**src/hdl/sfx_cfg.svh**
```systemverilog
// constants for the subtract execution block: offsets, fields, reset values, opcodes
//
// Behaviour
// - the literal subtract is the opcode whose upper byte is 0000 1000, its low byte an unsigned literal.
// - the literal subtract computes literal minus accumulator and writes the difference to the accumulator.
// - the literal subtract updates the negative, overflow, carry, digit carry and zero flags.
// - the register subtract is the opcode starting 0101 11 with d, a and an 8-bit address; it computes f minus accumulator.
// - with d clear the result goes to the accumulator, with d set it goes back to the register, accumulator unchanged.
// - with a clear and the extended set enabled, addresses up to 95 use indexed literal offset addressing.
`ifndef SFX_CFG_SVH
`define SFX_CFG_SVH

// ************************************************************
// register byte offsets
// ************************************************************
`define SFX_OFF_CTRL      12'h000
`define SFX_OFF_INSTR     12'h004
`define SFX_OFF_ACCUM     12'h008
`define SFX_OFF_STATUS    12'h00C
`define SFX_OFF_BANK      12'h010
`define SFX_OFF_IDXBASE   12'h014

// ************************************************************
// field positions
// ************************************************************
`define SFX_CTRL_EXT_BIT  0
`define SFX_ST_C_BIT      0
`define SFX_ST_DC_BIT     1
`define SFX_ST_Z_BIT      2
`define SFX_ST_OV_BIT     3
`define SFX_ST_N_BIT      4
`define SFX_ST_BUSY_BIT   8
`define SFX_ST_ILL_BIT    9
`define SFX_D_BIT         9
`define SFX_A_BIT         8

// ************************************************************
// opcodes and addressing
// ************************************************************
`define SFX_LIT_OPC       8'h08
`define SFX_REG_OPC       6'h17
`define SFX_ACC_LIMIT     8'h5F
`define SFX_ACC_HI_BASE   4'hF

// ************************************************************
// reset values
// ************************************************************
`define SFX_RST_INSTR     16'h0000
`define SFX_RST_ACCUM     8'h00
`define SFX_RST_FLAGS     5'h00
`define SFX_RST_BANK      4'h0
`define SFX_RST_IDXBASE   12'h000
`define SFX_RST_EXT       1'b0

`endif

```
**src/hdl/sfx_pkg.sv**
```systemverilog
// types for the subtract execution block
package sfx_pkg;

  // ************************************************************
  // instruction phase sequence, gray coded from SFX_IDLE to SFX_Q4; the return to SFX_IDLE flips two bits
  // ************************************************************
  typedef enum logic [2:0] {
    SFX_IDLE = 3'b000,
    SFX_Q1   = 3'b001,
    SFX_Q2   = 3'b011,
    SFX_Q3   = 3'b010,
    SFX_Q4   = 3'b110
  } sfx_phase_e;

  typedef enum logic [1:0] {
    SFX_OP_NONE = 2'h0,
    SFX_OP_LIT  = 2'h1,
    SFX_OP_REG  = 2'h2
  } sfx_op_e;

  // ************************************************************
  // complete block state
  // ************************************************************
  typedef struct packed {
    sfx_phase_e  phase;
    sfx_op_e     op;
    logic [15:0] instr;
    logic [7:0]  accum;
    logic [4:0]  flags;
    logic        illegal;
    logic        ext_en;
    logic [3:0]  bank;
    logic [11:0] idx_base;
    logic [7:0]  operand;
    logic [7:0]  result;
    logic [4:0]  res_flags;
    logic [11:0] mem_addr;
    logic [7:0]  mem_wdata;
    logic [31:0] prdata;
    logic        pslverr;
  } sfx_state_s;

endpackage : sfx_pkg

```
**src/hdl/sfx_exec.sv**
```systemverilog
// subtract instruction execution datapath with apb register access
`timescale 1ns/1ps
`include "sfx_cfg.svh"

module sfx_exec
  import sfx_pkg::*;
(
  // apb slave
  input  wire logic        pclk,
  input  wire logic        presetn,
  input  wire logic        psel,
  input  wire logic        penable,
  input  wire logic        pwrite,
  input  wire logic [11:0] paddr,
  input  wire logic [31:0] pwdata,
  output logic             pready,
  output logic [31:0]      prdata,
  output logic             pslverr,
  // data memory
  output logic [11:0]      mem_addr,
  output logic             mem_rd_en,
  input  wire logic [7:0]  mem_rdata,
  output logic             mem_wr_en,
  output logic [7:0]       mem_wdata,
  // status
  output logic             busy
);

  // ************************************************************
  // state
  // ************************************************************
  sfx_state_s st_q;
  sfx_state_s st_d;

  logic        busy_w;
  logic        setup_w;
  logic        acc_w;
  logic        wr_ok_w;
  logic [7:0]  minuend_w;
  logic [7:0]  diff_w;
  logic        borrow_w;
  logic        nib_borrow_w;
  logic [4:0]  calc_flags_w;
  logic [7:0]  fld_f_w;
  logic        fld_a_w;
  logic        fld_d_w;
  logic [11:0] eff_addr_w;
  logic [31:0] rd_mux_w;
  logic        mapped_w;
  logic [15:0] new_instr_w;
  logic [8:0]  brw_w;
  logic        is_lit_w;
  logic        is_reg_w;
  logic        in_q2_w;
  logic        in_q3_w;
  logic        in_q4_w;

  assign busy_w  = (st_q.phase != SFX_IDLE);

  // ************************************************************
  // apb handshake
  // ************************************************************
  assign setup_w = psel && !penable;
  assign acc_w   = psel && penable;
  // writes stall while an instruction is in flight
  assign wr_ok_w = acc_w && pwrite && !busy_w;

  // ************************************************************
  // phase decode
  // ************************************************************
  assign in_q2_w = (st_q.phase == SFX_Q2);
  assign in_q3_w = (st_q.phase == SFX_Q3);
  assign in_q4_w = (st_q.phase == SFX_Q4);

  // ************************************************************
  // decode fields
  // ************************************************************
  assign fld_f_w = st_q.instr[7:0];
  assign fld_a_w = st_q.instr[`SFX_A_BIT];
  assign fld_d_w = st_q.instr[`SFX_D_BIT];

  // ************************************************************
  // opcode match
  // ************************************************************
  assign is_lit_w = (st_q.instr[15:8] == `SFX_LIT_OPC);
  assign is_reg_w = (st_q.instr[15:10] == `SFX_REG_OPC);

  // effective data memory address, fixed at the end of decode
  always_comb begin
    if (fld_a_w) begin
      // bank select register supplies the upper bits
      eff_addr_w = {st_q.bank, fld_f_w};
    end else if (st_q.ext_en && (fld_f_w <= `SFX_ACC_LIMIT)) begin
      // indexed literal offset: base plus offset
      eff_addr_w = st_q.idx_base + {4'h0, fld_f_w};
    end else if (fld_f_w <= `SFX_ACC_LIMIT) begin
      // low half of the access bank
      eff_addr_w = {4'h0, fld_f_w};
    end else begin
      // high half of the access bank maps to the top page
      eff_addr_w = {`SFX_ACC_HI_BASE, fld_f_w};
    end
  end

  // ************************************************************
  // subtractor: minuend minus accumulator
  // ************************************************************
  // the register operand is taken straight off the memory bus in the process phase
  assign minuend_w = (st_q.op == SFX_OP_REG) ? mem_rdata : st_q.operand;
  assign brw_w[0]  = 1'b0;

  // two's complement difference, one borrow stage per bit
  for (genvar gi = 0; gi < 8; gi++) begin : g_sub
    assign diff_w[gi]    = minuend_w[gi] ^ st_q.accum[gi] ^ brw_w[gi];
    assign brw_w[gi + 1] = (!minuend_w[gi] && (st_q.accum[gi] || brw_w[gi]))
                           || (st_q.accum[gi] && brw_w[gi]);
  end

  // borrow out of the low nibble and out of the whole byte
  assign nib_borrow_w = brw_w[4];
  assign borrow_w     = brw_w[8];

  always_comb begin
    // carry and digit carry read as no borrow
    calc_flags_w                 = 5'h00;
    calc_flags_w[`SFX_ST_C_BIT]  = !borrow_w;
    calc_flags_w[`SFX_ST_DC_BIT] = !nib_borrow_w;
    calc_flags_w[`SFX_ST_Z_BIT]  = (diff_w == 8'h00);
    calc_flags_w[`SFX_ST_OV_BIT] = (minuend_w[7] != st_q.accum[7])
                                   && (diff_w[7] != minuend_w[7]);
    calc_flags_w[`SFX_ST_N_BIT]  = diff_w[7];
  end

  // ************************************************************
  // register read mux
  // ************************************************************
  always_comb begin
    rd_mux_w = 32'h0000_0000;
    mapped_w = 1'b1;
    case (paddr)
      `SFX_OFF_CTRL: begin
        rd_mux_w[`SFX_CTRL_EXT_BIT] = st_q.ext_en;
      end
      `SFX_OFF_INSTR: begin
        rd_mux_w[15:0] = st_q.instr;
      end
      `SFX_OFF_ACCUM: begin
        rd_mux_w[7:0] = st_q.accum;
      end
      `SFX_OFF_STATUS: begin
        rd_mux_w[4:0]              = st_q.flags;
        // bit 8 mirrors busy, bit 9 the outcome of the last decode
        rd_mux_w[`SFX_ST_BUSY_BIT] = busy_w;
        rd_mux_w[`SFX_ST_ILL_BIT]  = st_q.illegal;
      end
      `SFX_OFF_BANK: begin
        rd_mux_w[3:0] = st_q.bank;
      end
      `SFX_OFF_IDXBASE: begin
        rd_mux_w[11:0] = st_q.idx_base;
      end
      default: begin
        mapped_w = 1'b0;
      end
    endcase
  end

  // ************************************************************
  // next state
  // ************************************************************
  always_comb begin
    st_d        = st_q;
    new_instr_w = pwdata[15:0];

    // read data is latched in the setup cycle and stands through the access phase
    if (setup_w) begin
      st_d.prdata  = pwrite ? 32'h0000_0000 : rd_mux_w;
      st_d.pslverr = !mapped_w;
    end

    // software register writes
    if (wr_ok_w) begin
      case (paddr)
        `SFX_OFF_CTRL: begin
          st_d.ext_en = pwdata[`SFX_CTRL_EXT_BIT];
        end
        `SFX_OFF_ACCUM: begin
          st_d.accum = pwdata[7:0];
        end
        `SFX_OFF_STATUS: begin
          st_d.flags = pwdata[4:0];
        end
        `SFX_OFF_BANK: begin
          st_d.bank = pwdata[3:0];
        end
        `SFX_OFF_IDXBASE: begin
          st_d.idx_base = pwdata[11:0];
        end
        `SFX_OFF_INSTR: begin
          // an instruction write starts the four phase cycle
          st_d.instr = new_instr_w;
          st_d.phase = SFX_Q1;
        end
        default: begin
        end
      endcase
    end

    // four phase instruction cycle
    case (st_q.phase)
      SFX_IDLE: begin
      end
      SFX_Q1: begin
        st_d.phase   = SFX_Q2;
        st_d.illegal = 1'b0;
        if (is_lit_w) begin
          st_d.op = SFX_OP_LIT;
        end else if (is_reg_w) begin
          st_d.op       = SFX_OP_REG;
          st_d.mem_addr = eff_addr_w;
        end else begin
          // an unknown opcode changes no software register, it only raises illegal
          st_d.op      = SFX_OP_NONE;
          st_d.illegal = 1'b1;
        end
      end
      SFX_Q2: begin
        st_d.phase = SFX_Q3;
        if (st_q.op == SFX_OP_LIT) begin
          st_d.operand = fld_f_w;
        end
      end
      SFX_Q3: begin
        st_d.phase = SFX_Q4;
        // memory answers in the cycle after the read strobe
        if (st_q.op == SFX_OP_REG) begin
          st_d.operand = mem_rdata;
        end
      end
      SFX_Q4: begin
        st_d.phase = SFX_IDLE;
      end
      default: begin
        st_d.phase = SFX_IDLE;
      end
    endcase

    // process phase: the difference and its flags are held for the write phase
    if (in_q3_w) begin
      st_d.result    = diff_w;
      st_d.res_flags = calc_flags_w;
      st_d.mem_wdata = (st_q.op == SFX_OP_REG) ? diff_w : 8'h00;
    end

    // write phase: flags for any decoded subtract, accumulator unless the register takes the result
    if (in_q4_w && st_q.op != SFX_OP_NONE) begin
      st_d.flags = st_q.res_flags;
      if (st_q.op == SFX_OP_LIT || !fld_d_w) begin
        st_d.accum = st_q.result;
      end
    end
  end

  // ************************************************************
  // state register
  // ************************************************************
  always_ff @(posedge pclk or negedge presetn) begin
    if (!presetn) begin
      // every field named so that none can slip past reset
      st_q.phase     <= SFX_IDLE;
      st_q.op        <= SFX_OP_NONE;
      st_q.instr     <= `SFX_RST_INSTR;
      st_q.accum     <= `SFX_RST_ACCUM;
      st_q.flags     <= `SFX_RST_FLAGS;
      st_q.illegal   <= 1'b0;
      st_q.ext_en    <= `SFX_RST_EXT;
      st_q.bank      <= `SFX_RST_BANK;
      st_q.idx_base  <= `SFX_RST_IDXBASE;
      st_q.operand   <= 8'h00;
      st_q.result    <= 8'h00;
      st_q.res_flags <= `SFX_RST_FLAGS;
      st_q.mem_addr  <= 12'h000;
      st_q.mem_wdata <= 8'h00;
      st_q.prdata    <= 32'h0000_0000;
      st_q.pslverr   <= 1'b0;
    end else begin
      st_q <= st_d;
    end
  end

  // ************************************************************
  // outputs
  // ************************************************************
  // reads never wait; a write mid instruction would disturb its operands, so it stalls
  assign pready    = !(acc_w && pwrite && busy_w);
  // data outputs come straight from the state register
  assign prdata    = st_q.prdata;
  assign pslverr   = st_q.pslverr;
  assign mem_addr  = st_q.mem_addr;
  // read strobe in the operand phase of a register subtract
  assign mem_rd_en = in_q2_w && (st_q.op == SFX_OP_REG);
  // write back only for register destination
  assign mem_wr_en = in_q4_w && (st_q.op == SFX_OP_REG) && fld_d_w;
  assign mem_wdata = st_q.mem_wdata;
  assign busy      = busy_w;

endmodule : sfx_exec

```
**config.mk**
```make
export PLATFORM = sky130hd
export DESIGN_NAME = sfx_exec
export DESIGN_NICKNAME = d
export VERILOG_FILES = /design/src/hdl/sfx_pkg.sv /design/src/hdl/sfx_exec.sv
export VERILOG_INCLUDE_DIRS = /design/src /design/src/hdl
export SDC_FILE = /design/constraint.sdc
export NUM_CORES = 1
export LEC_CHECK = 0
export BUFFER_PORTS_ARGS = -buffer_cell sky130_fd_sc_hd__buf_2
export CAP_MARGIN = 40
export CORE_MARGIN = 3
export CORE_UTILIZATION = 55
export CTS_CLUSTER_SIZE = 8
export DETAILED_ROUTE_END_ITERATION = 8
export GPL_TIMING_DRIVEN = 0
export MAX_ROUTING_LAYER = met4
export PLACE_DENSITY = 0.76
export SETUP_SLACK_MARGIN = 0.5
export SYNTH_ARGS = -nofsm -noshare
export SYNTH_HDL_FRONTEND = slang
export SYNTH_SLANG_ARGS = --single-unit
export TNS_END_PERCENT = 20
```
**constraint.sdc**
```tcl
create_clock -name pclk -period 14.15 [get_ports pclk]
set_clock_uncertainty 0.15 [all_clocks]
set_input_delay 1.415 -clock pclk [delete_from_list [all_inputs] [get_ports pclk]]
set_output_delay 1.415 -clock pclk [all_outputs]
set_load 0.02 [all_outputs]
```
==> results_dict.tcl, run 1 <==
set metrics [dict create \
    period_share_pct 37.5 \
    grt_overflow_total 0 \
    yosysSeqAreaShare_pct 44.9 \
    endpoint_kind "register" \
    vdd.ir_drop.worst_uv 81.4 \
    r2r_setup_slack_ps 8840 \
    worst_slack_ps 8840 \
    cts_buffer_depth 2 \
    wl_um 15100 \
    slew-limit-headroom_pct 52.8 \
    hold_viol_final 0 \
    cp_max_fo 10 \
    grt_use_total_pct 25.9 \
    clockRootBuffer "clkbuf_8" \
    setup_viol 0 \
    fin_tns_setup_ps 0 \
    grt_pass1_vias 4726 \
    yosys_warnings 0 \
    grt_max_degree 56 \
    syn_area_per_cell_um2 9.81 \
    clkLatencyLatePin_ps 400 \
    fmax_ghz 0.188 \
    routedWlPerCell_um 17.4 \
    synthXorXnorAreaFrac_pct 0.866 \
    dieArea_mm2 0.0123 \
    maxSlewViolCount 0 \
    avgViaCountPerCell 5.65 \
    period_minus_slack_ps 5310 \
    hpwlAfterDp_um 11500 \
    ioPinCount 114 \
    fp-row-count 37 \
    cp_data_arrival_time_ps 5480 \
    syn-cell-area_mm2 0.00607 \
    synth-async-reset-ratio_pct 100 \
    power.density_mw_per_mm2 98.1 \
    startpoint_type "register" \
    htree_levels 3 \
    cts.sinks 109 \
    tightest_slew_ps 707 \
    hold_class "register to register" \
    start_util_pct 57.8 \
    vias 4900 \
    die_h_um 111 \
    synth-simple-area-share_pct 16.5 \
    synth_edf_count 0 \
    place_ws_ps 8720 \
    cts_resized 0 \
    grt_pass1_wl_um 24600 \
    syn_inst 619 \
    nets 800 \
    cts_setup_buffers 0 \
    timing.hold.ws_ps 334 \
    critPathKind "register to register" \
    synthAdderAreaFrac_pct 4.49 \
    layout-drive-gt1-share_pct 28.0 \
    antenna_found_initial 0 \
    ant_nets 0 \
    rsz0062_at_grt "no" \
    clkTransAtPathRegs_ps 110 \
    drc 0 \
    cts_tree "yes" \
    final_cell_mix "dfrtp_1, nand2_1, buf_2" \
    antennaDiodeCount 0 \
    core_mm2 0.0105 \
    area_delta_synth_final_pct 14.2 \
    drt_iter0_markers 411 \
    p_leak_nw 3.43 \
    numCtsBuffers 9 \
    maxCapViolations 0 \
    port_buffers 80 \
    synth_cell_types 62 \
    ys.flop_type "dfrtp_1" \
    synth_top_family_by_area "simple AND/OR/NAND/NOR gates" \
    synth_compound_area_share_pct 11.5 \
    status "completed" \
    final_common_cell "dfrtp_1" \
    firstDrtPassIters 5 \
    ys_ff_latch 109 \
    gp_congestion 0.883 \
    die_w_um 111 \
    required_ps 14320 \
    synth.area.mux_share_pct 12.1 \
    hold_buffers 0 \
]
[sequential cells by signal (all words and copies together) (netlist names)]
register	count
st_q	62
prdata	16
mem_addr	12
fld_f_w	8
mem_wdata	8
fld_a_w	1
fld_d_w	1
pslverr	1
[report_power, final]
group	switching [mW]	internal [mW]	total [mW]	leakage (nW)
Clock	0.116	0.0844	0.200	0.104
Sequential	0.0187	0.343	0.361	1.38
Combinational	0.0687	0.0501	0.119	1.94
Total	0.203	0.477	0.680	3.43
[Yosys cell counts, types with 3 or more instances]
library cell | instances | share of area (%)
nand2_1 | 100 | 6.2
nand4_1 | 4 | 0.41
o31ai_1 | 6 | 0.74
or4_1 | 3 | 0.37
dfrtp_1 | 109 | 45
a31oi_1 | 7 | 0.72
mux2i_1 | 32 | 5.3
inv_1 | 16 | 0.99
buf_4 | 55 | 6.8
mux2_2 | 35 | 6.5
fa_1 | 8 | 2.6
nor2_1 | 39 | 2.4
nand3_1 | 14 | 1.2
a211oi_1 | 3 | 0.37
buf_2 | 5 | 0.41
nand2b_1 | 7 | 0.72
clkbuf_1 | 16 | 0.99
a21oi_1 | 30 | 2.5
and3_1 | 3 | 0.31
xnor2_1 | 4 | 0.58
or3_1 | 3 | 0.31
a221o_1 | 6 | 0.99
o21ai_0 | 42 | 3.5
nor3_1 | 11 | 0.91
nor2b_1 | 5 | 0.52
ha_1 | 9 | 1.9
[worst max-delay path, stage by stage (launching register included)]
cell      delay [ps]
dfrtp_1          450
nor2b_1          310
clkbuf_1         470
mux2i_1          260
ha_1             240
inv_1             60
fa_1             180
fa_1             170
inv_1             50
fa_1             410
fa_1             420
fa_1             390
fa_1             370
inv_1             70
fa_1             480
nand4b_1         210
or4_1            400
o21ai_0          140
[logic make-up after synthesis]
logic type               after synthesis
adder cells (fa/ha/maj)               17
XOR/XNOR                               6
AND/OR/NAND/NOR                      208
AO/OA/AOI/OAI                        115
flip-flops                           109
buffers and inverters                 95
multiplexers                          68
other                                  1
[area by class of cell]
type,instances,area (um^2)
tap,136,170
clock inverter,7,82.6
buffer,79,517
inverter,16,60.1
clock buffer,9,124
timing repair buffer,81,430
sequential,109,2730
fill,880,3580
multi-input combinational,430,2820
[through the flow]
step	util (%)	instance area, um^2	cells	power (mW)
global placement	63.7	6700	850	0.481
global route	66.0	6930	867	0.714
finish	66.0	6930	867	0.680
detailed placement	64.0	6730	851	0.487
floorplan	-	6130	634	0.444
CTS	66.0	6930	867	0.684
[final timing paths]
check | cells after the start | start | to
worst max-delay path | 17 | st_q[122] | st_q[55]
worst min-delay path | 2 | mem_wdata[7] | mem_wdata[7]
worst max register to register | 17 | st_q[122] | st_q[55]
worst min register to register | 2 | mem_wdata[7] | mem_wdata[7]
max in group asynchronous | 2 | presetn | mem_addr[1]
min in group asynchronous | 1 | presetn | prdata[1]
[routing by layer]
layer	global-route usage, %	vias up	part of all wire [%]
li1	-	2300	-
met1	35.7	2401	44
met2	39.6	172	47
met3	4.26	27	6.8
met4	8.11	0	2.1
met5	-	-	0
Power figures use the tool's default switching activity.
==> inputs of run 2 (changes only) <==
ABC_AREA = 1   (was default)
clock period = 5 ns   (was 14.15 ns; I/O delays follow)
==> run 2 against run 1 <==
  * Utilization is 0.12 points higher
  * Design area is 4.7% higher
  * Count of clock-buffer cells in the layout increased by 2
  * Setup slack got worse by 8200 ps
  * Non-clock buffer count is 9 lower
  * Synthesized cell count rose by 27%
  * Worst hold slack worse by 230 ps
  * Final cell count increased by 20%
  * Area after synthesis increased by 3.2%
  * Sequential share of layout area is 1.8 points lower
  * Clock power rose to 3.7 times the previous value
  * First-iteration DRC count is 2.4% higher
  * Critical path type unchanged
  * Largest cell class unchanged
==> results_dict.tcl, run 2 <==
set metrics [dict create \
    ioPinCount 114 \
    wl_um 17400 \
    tightest_slew_ps 869 \
    largest_reg_flops 62 \
    hold_class "input port to asynchronous set/reset pin" \
    setup_viol 0 \
    gp_congestion 0.942 \
    synth_compound_area_share_pct 11.7 \
    synthXorXnorAreaFrac_pct 0.559 \
    endpoint_kind "register" \
    htree_levels 3 \
    hpwlAfterDp_um 13600 \
    numCtsBuffers 9 \
    routedWlPerCell_um 16.8 \
    core_mm2 0.0110 \
    maxCapViolations 0 \
    synth.top_cell.area_share_pct 43.6 \
    yosys_warnings 0 \
    clkLatencyLatePin_ps 350 \
    timing.hold.ws_ps 99.9 \
    nets 971 \
    synth-async-reset-ratio_pct 100 \
    grt_max_degree 67 \
    top_register "st_q" \
    finalInstanceArea_mm2 0.00726 \
    place_ws_ps 255 \
    die_w_um 113 \
    cts.sinks 109 \
    grt_use_total_pct 29.2 \
    antenna_found_initial 0 \
    ys_ff_latch 109 \
    required_ps 5120 \
    drc 0 \
    synthAdderAreaFrac_pct 4.36 \
    fillers 938 \
    yosys-top-cells-area "dfrtp_1, nand2_1, buf_4, inv_1, nand3_1" \
    vdd.ir_drop.worst_uv 281 \
    ant_nets 0 \
    avgViaCountPerCell 5.43 \
    top_regs "st_q (62), prdata (16), mem_addr (12)" \
    final_common_cell "nand2_1" \
    p_total_mw 2.06 \
    cts_buffer_depth 2 \
    grt_pass1_wl_um 28200 \
    worst_slack_ps 662 \
    clkTransAtPathRegs_ps 70 \
    syn_area_per_cell_um2 7.95 \
    antennaDiodeCount 0 \
    synth_top_cell_by_area "dfrtp_1" \
    cp_data_arrival_time_ps 4460 \
    grt_overflow_total 0 \
    vias 5649 \
    maxSlewViolCount 0 \
    critPathKind "register to register" \
    synth.most_common_cell "nand2_1" \
    power.density_mw_per_mm2 284 \
    fmax_ghz 0.231 \
    synth-simple-area-share_pct 25.1 \
    place_area_mm2 0.00692 \
    cp_max_fo 10 \
    die_h_um 113 \
    fp-row-count 38 \
    area_delta_synth_final_pct 15.9 \
    period_share_pct 86.8 \
    synth_top_family_by_area "simple AND/OR/NAND/NOR gates" \
    ys.flop_type "dfrtp_1" \
    rsz0062_at_grt "no" \
    synth_edf_count 0 \
    dieArea_mm2 0.0127 \
    final_cell_mix "nand2_1, dfrtp_1, inv_1" \
    start_util_pct 57.0 \
    startpoint_type "register" \
    syn-cell-area_mm2 0.00626 \
    drt_iter0_markers 421 \
    clockRootBuffer "clkbuf_16" \
    fin_tns_setup_ps 0 \
    synth_cell_types 45 \
    hold_viol_final 0 \
    slew-limit-headroom_pct 42.1 \
    layout-drive-gt1-share_pct 22.2 \
    p_leak_nw 4.00 \
    period_minus_slack_ps 4340 \
    grt_pass1_vias 5628 \
    firstDrtPassIters 5 \
    syn_inst 788 \
    synth.area.mux_share_pct 1.04 \
    port_buffers 81 \
    yosysSeqAreaShare_pct 43.6 \
    status "completed" \
    yosys-top-cells-count "nand2_1, dfrtp_1, inv_1" \
    cts_tree "yes" \
]
run 2: cell count changes in the layout (fill, tap and decap cells not counted), sizes merged, moves of 30 or more:
| cell | change |
|---|---|
| nand2 | +110 |
| inv | +81 |
| nand3 | +53 |
| mux2 | -31 |
| mux2i | -30 |
| o21ai | +30 |
run 2: cell type report:
type / instances / area, um^2 / share of cell area (%)
Multi-Input combinational cell: 523 / 2760 / 38.1
Clock buffer: 11 / 253 / 3.48
Clock inverter: 4 / 47.5 / 0.655
Tap cell: 140 / 175 / 2.41
Sequential cell: 109 / 2730 / 37.6
Buffer: 68 / 469 / 6.46
Timing Repair Buffer: 83 / 435 / 6.00
Inverter: 103 / 388 / 5.34
run 2: routing by layer:
metal	up-vias	share of wire, %	wire length (um)	GRT usage [%]
met5	-	0	0	-
met4	0	3.9	684	14.2
met3	47	6.0	1060	3.48
met2	235	49	8620	47.2
met1	2654	41	7090	36.7
li1	2713	-	-	-
run 2: repair_timing:
item	in CTS	in global routing
pin swaps	0	0
setup buffers	1	0
resized for setup	5	6
gates cloned	0	0
endpoints found under the setup margin	4	3
hold buffers	0	0
run 2: per-stage QoR:
step	utilization (%)	cells
2_1_floorplan	-	803
3_3_place_gp	62.8	1024
3_5_place_dp	63.0	1025
4_1_cts	65.9	1041
5_1_grt	66.1	1041
6_report	66.1	1041
run 2: cells by family (layout without fill, tap and decap cells):
kind of cell,count (synthesis),after routing
AO/OA/AOI/OAI,127,127
other,1,16
flip-flops,109,109
XOR/XNOR,4,4
AND/OR/NAND/NOR,353,353
adder cells (fa/ha/maj),17,17
multiplexers,6,6
buffers and inverters,171,269
run 2: final timing paths:
path	start	cells after the start	slack (ps)	end
worst min-delay path	presetn	1	100	mem_addr[11]
worst max register to register	st_q[121]	19	660	st_q[55]
worst min register to register	prdata[0]	2	330	prdata[0]
min in group pclk	pwdata[13]	2	240	st_q[118]
worst max-delay path	st_q[121]	19	660	st_q[55]
max in group asynchronous	presetn	2	3850	st_q[98]
run 2: report_power, final:
part / internal (mW) / total, mW / switching [mW]
Combinational: 0.128 / 0.345 / 0.217
Clock: 0.412 / 0.733 / 0.321
Sequential: 0.953 / 0.986 / 0.0328
Total: 1.49 / 2.06 / 0.571
run 2: worst max-delay path: stages (launching register included):
cell and delay, ps:
dfrtp_1 390, inv_2 100, nand2_4 80, buf_6 150, nand2_1 80, o21ai_2 100
ha_1 190, inv_1 60, fa_1 180, fa_1 160, inv_1 50, fa_2 370
fa_2 380, fa_1 400, fa_1 390, inv_1 90, fa_2 460, inv_1 90
nand4_1 130, o31ai_2 230
==> inputs of run 3 (changes only) <==
CTS_BUF_LIST = sky130_fd_sc_hd__clkbuf_16   (was default)
==> run 3 against run 2 <==
  * Die area unchanged
  * Critical path type unchanged
  * Clock power decreased by 4.1%
  * Largest cell class unchanged
  * Critical path depth unchanged
  * First-iteration DRC count decreased by 9.3%
==> results_dict.tcl, run 3 (synthesized netlist as in run 2, its figures left out) <==
set metrics [dict create \
    period_share_pct 86.9 \
    startpoint_type "register" \
    setup_viol 0 \
    routedWlPerCell_um 16.8 \
    die_w_um 113 \
    combPwrFrac_pct 17.1 \
    p_int_mw 1.46 \
    top_register "st_q" \
    die_h_um 113 \
    endpoint_kind "register" \
    port_buffers 81 \
    reg2reg_to "st_q[55]" \
    final_common_cell "nand2_1" \
    hold_viol_final 0 \
    power.density_mw_per_mm2 281 \
    drc 0 \
    cts_buffer_depth 2 \
    switchingPower_mw 0.573 \
    clkPwrFrac_pct 34.5 \
    clkTransAtPathRegs_ps 70 \
    drt_iter0_markers 382 \
    top_regs "st_q (62), prdata (16), mem_addr (12)" \
    antennaDiodeCount 0 \
    slew-limit-headroom_pct 41.1 \
    largest_reg_flops 62 \
    hold_class "input port to asynchronous set/reset pin" \
    fmax_ghz 0.230 \
    nets 971 \
    period_minus_slack_ps 4350 \
    p_leak_nw 3.98 \
    core_mm2 0.0110 \
    cp_max_fo 10 \
    grt_max_degree 67 \
    maxSlewViolCount 0 \
    r2r_start "st_q[121]" \
    power_switching_share_pct 28.2 \
    wl_um 17500 \
    clkLatencyLatePin_ps 360 \
    vdd.ir_drop.worst_uv 279 \
    fin_tns_setup_ps 0 \
    p_total_mw 2.04 \
    hpwlAfterDp_um 13600 \
    avgViaCountPerCell 5.45 \
    tightest_slew_ps 884 \
    fp-row-count 38 \
    firstDrtPassIters 5 \
    vias 5671 \
    r2r_cells 19 \
    r2r_setup_slack_ps 650 \
    layout-drive-gt1-share_pct 22.1 \
    area_delta_synth_final_pct 15.6 \
    ioPinCount 114 \
    cts_tree "yes" \
    grt_pass1_wl_um 28100 \
    antenna_found_initial 0 \
    required_ps 5120 \
    numCtsBuffers 9 \
    start_util_pct 57.0 \
    placedCellCount 1025 \
    power_frac_seq_pct 48.4 \
    status "completed" \
    clockRootBuffer "clkbuf_16" \
    grt_overflow_total 0 \
    grt_use_total_pct 29.2 \
    htree_levels 3 \
    final_cell_mix "nand2_1, dfrtp_1, inv_1" \
    gp_congestion 0.942 \
    cts.sinks 109 \
    rsz0062_at_grt "no" \
    maxCapViolations 0 \
    dieArea_mm2 0.0127 \
    cp_data_arrival_time_ps 4460 \
    critPathKind "register to register" \
    instances_no_fill 1041 \
    grt_pass1_vias 5621 \
    ant_nets 0 \
]
==> run 3: layout make-up <==
class | count | area (um^2)
fillers | 942 | 3740
plain buffers | 68 | 469
clock buffers | 9 | 225
well taps | 140 | 175
flip-flops and latches | 109 | 2730
clock inverters | 6 | 55.1
repair buffers | 83 | 435
multi-input cells | 523 | 2760
inverters | 103 | 388
==> run 3: worst max-delay path, stage by stage (launching register included) <==
cell and delay (ps):
dfrtp_1 390, inv_2 100, nand2_4 80, buf_6 150, nand2_1 80, o21ai_2 100, ha_1 190, inv_1 60
fa_1 180, fa_1 160, inv_1 50, fa_2 370, fa_2 390, fa_1 410, fa_1 400, inv_1 90
fa_2 470, inv_2 70, nand4_1 140, o31ai_2 240
==> run 3: power by group through the flow <==
stage | clock network, mW | registers, mW | logic [mW]
finish | 0.703 | 0.986 | 0.348
global placement | 0 | 0.999 | 0.300
floorplan | 0 | 0.993 | 0.218
detailed placement | 0 | 1.00 | 0.322
global route | 0.744 | 0.991 | 0.387
CTS | 0.707 | 0.985 | 0.328
==> run 3: stage by stage <==
step	hold WS, ps	cell area, um^2	setup slack [ps]	utilization (%)
after detailed placement	313	6920	255	63.0
after global routing	180	7240	508	65.9
after CTS	148	7210	500	65.7
final	104	7240	654	65.9
after global placement	310	6900	367	62.8
after floorplan	54.4	6320	832	-
==> run 3: timing repair <==
action / 4_1_cts / 5_1_grt
gates resized for setup: 4 / 8
hold buffers: 0 / 0
pin swaps: 0 / 0
buffers inserted: 1 / 0
endpoints found under the setup margin: 4 / 4
==> run 3: per-layer routing <==
| layer | routed length, um | vias up | track usage [%] |
|---|---|---|---|
| li1 | - | 2716 | - |
| met1 | 7170 | 2682 | 36.6 |
| met2 | 8620 | 230 | 47.2 |
| met3 | 1020 | 43 | 3.48 |
| met4 | 656 | 0 | 14.0 |
| met5 | 0 | - | - |
==> run 3: worst max-delay path by stage <==
stage / from / to / cells after the start
after floorplan: st_q[121] / st_q[55] / 19
after global placement: st_q[121] / st_q[55] / 19
after detailed placement: st_q[121] / st_q[55] / 19
after CTS: st_q[121] / st_q[55] / 19
after global routing: st_q[121] / st_q[55] / 19
final: st_q[121] / st_q[55] / 19
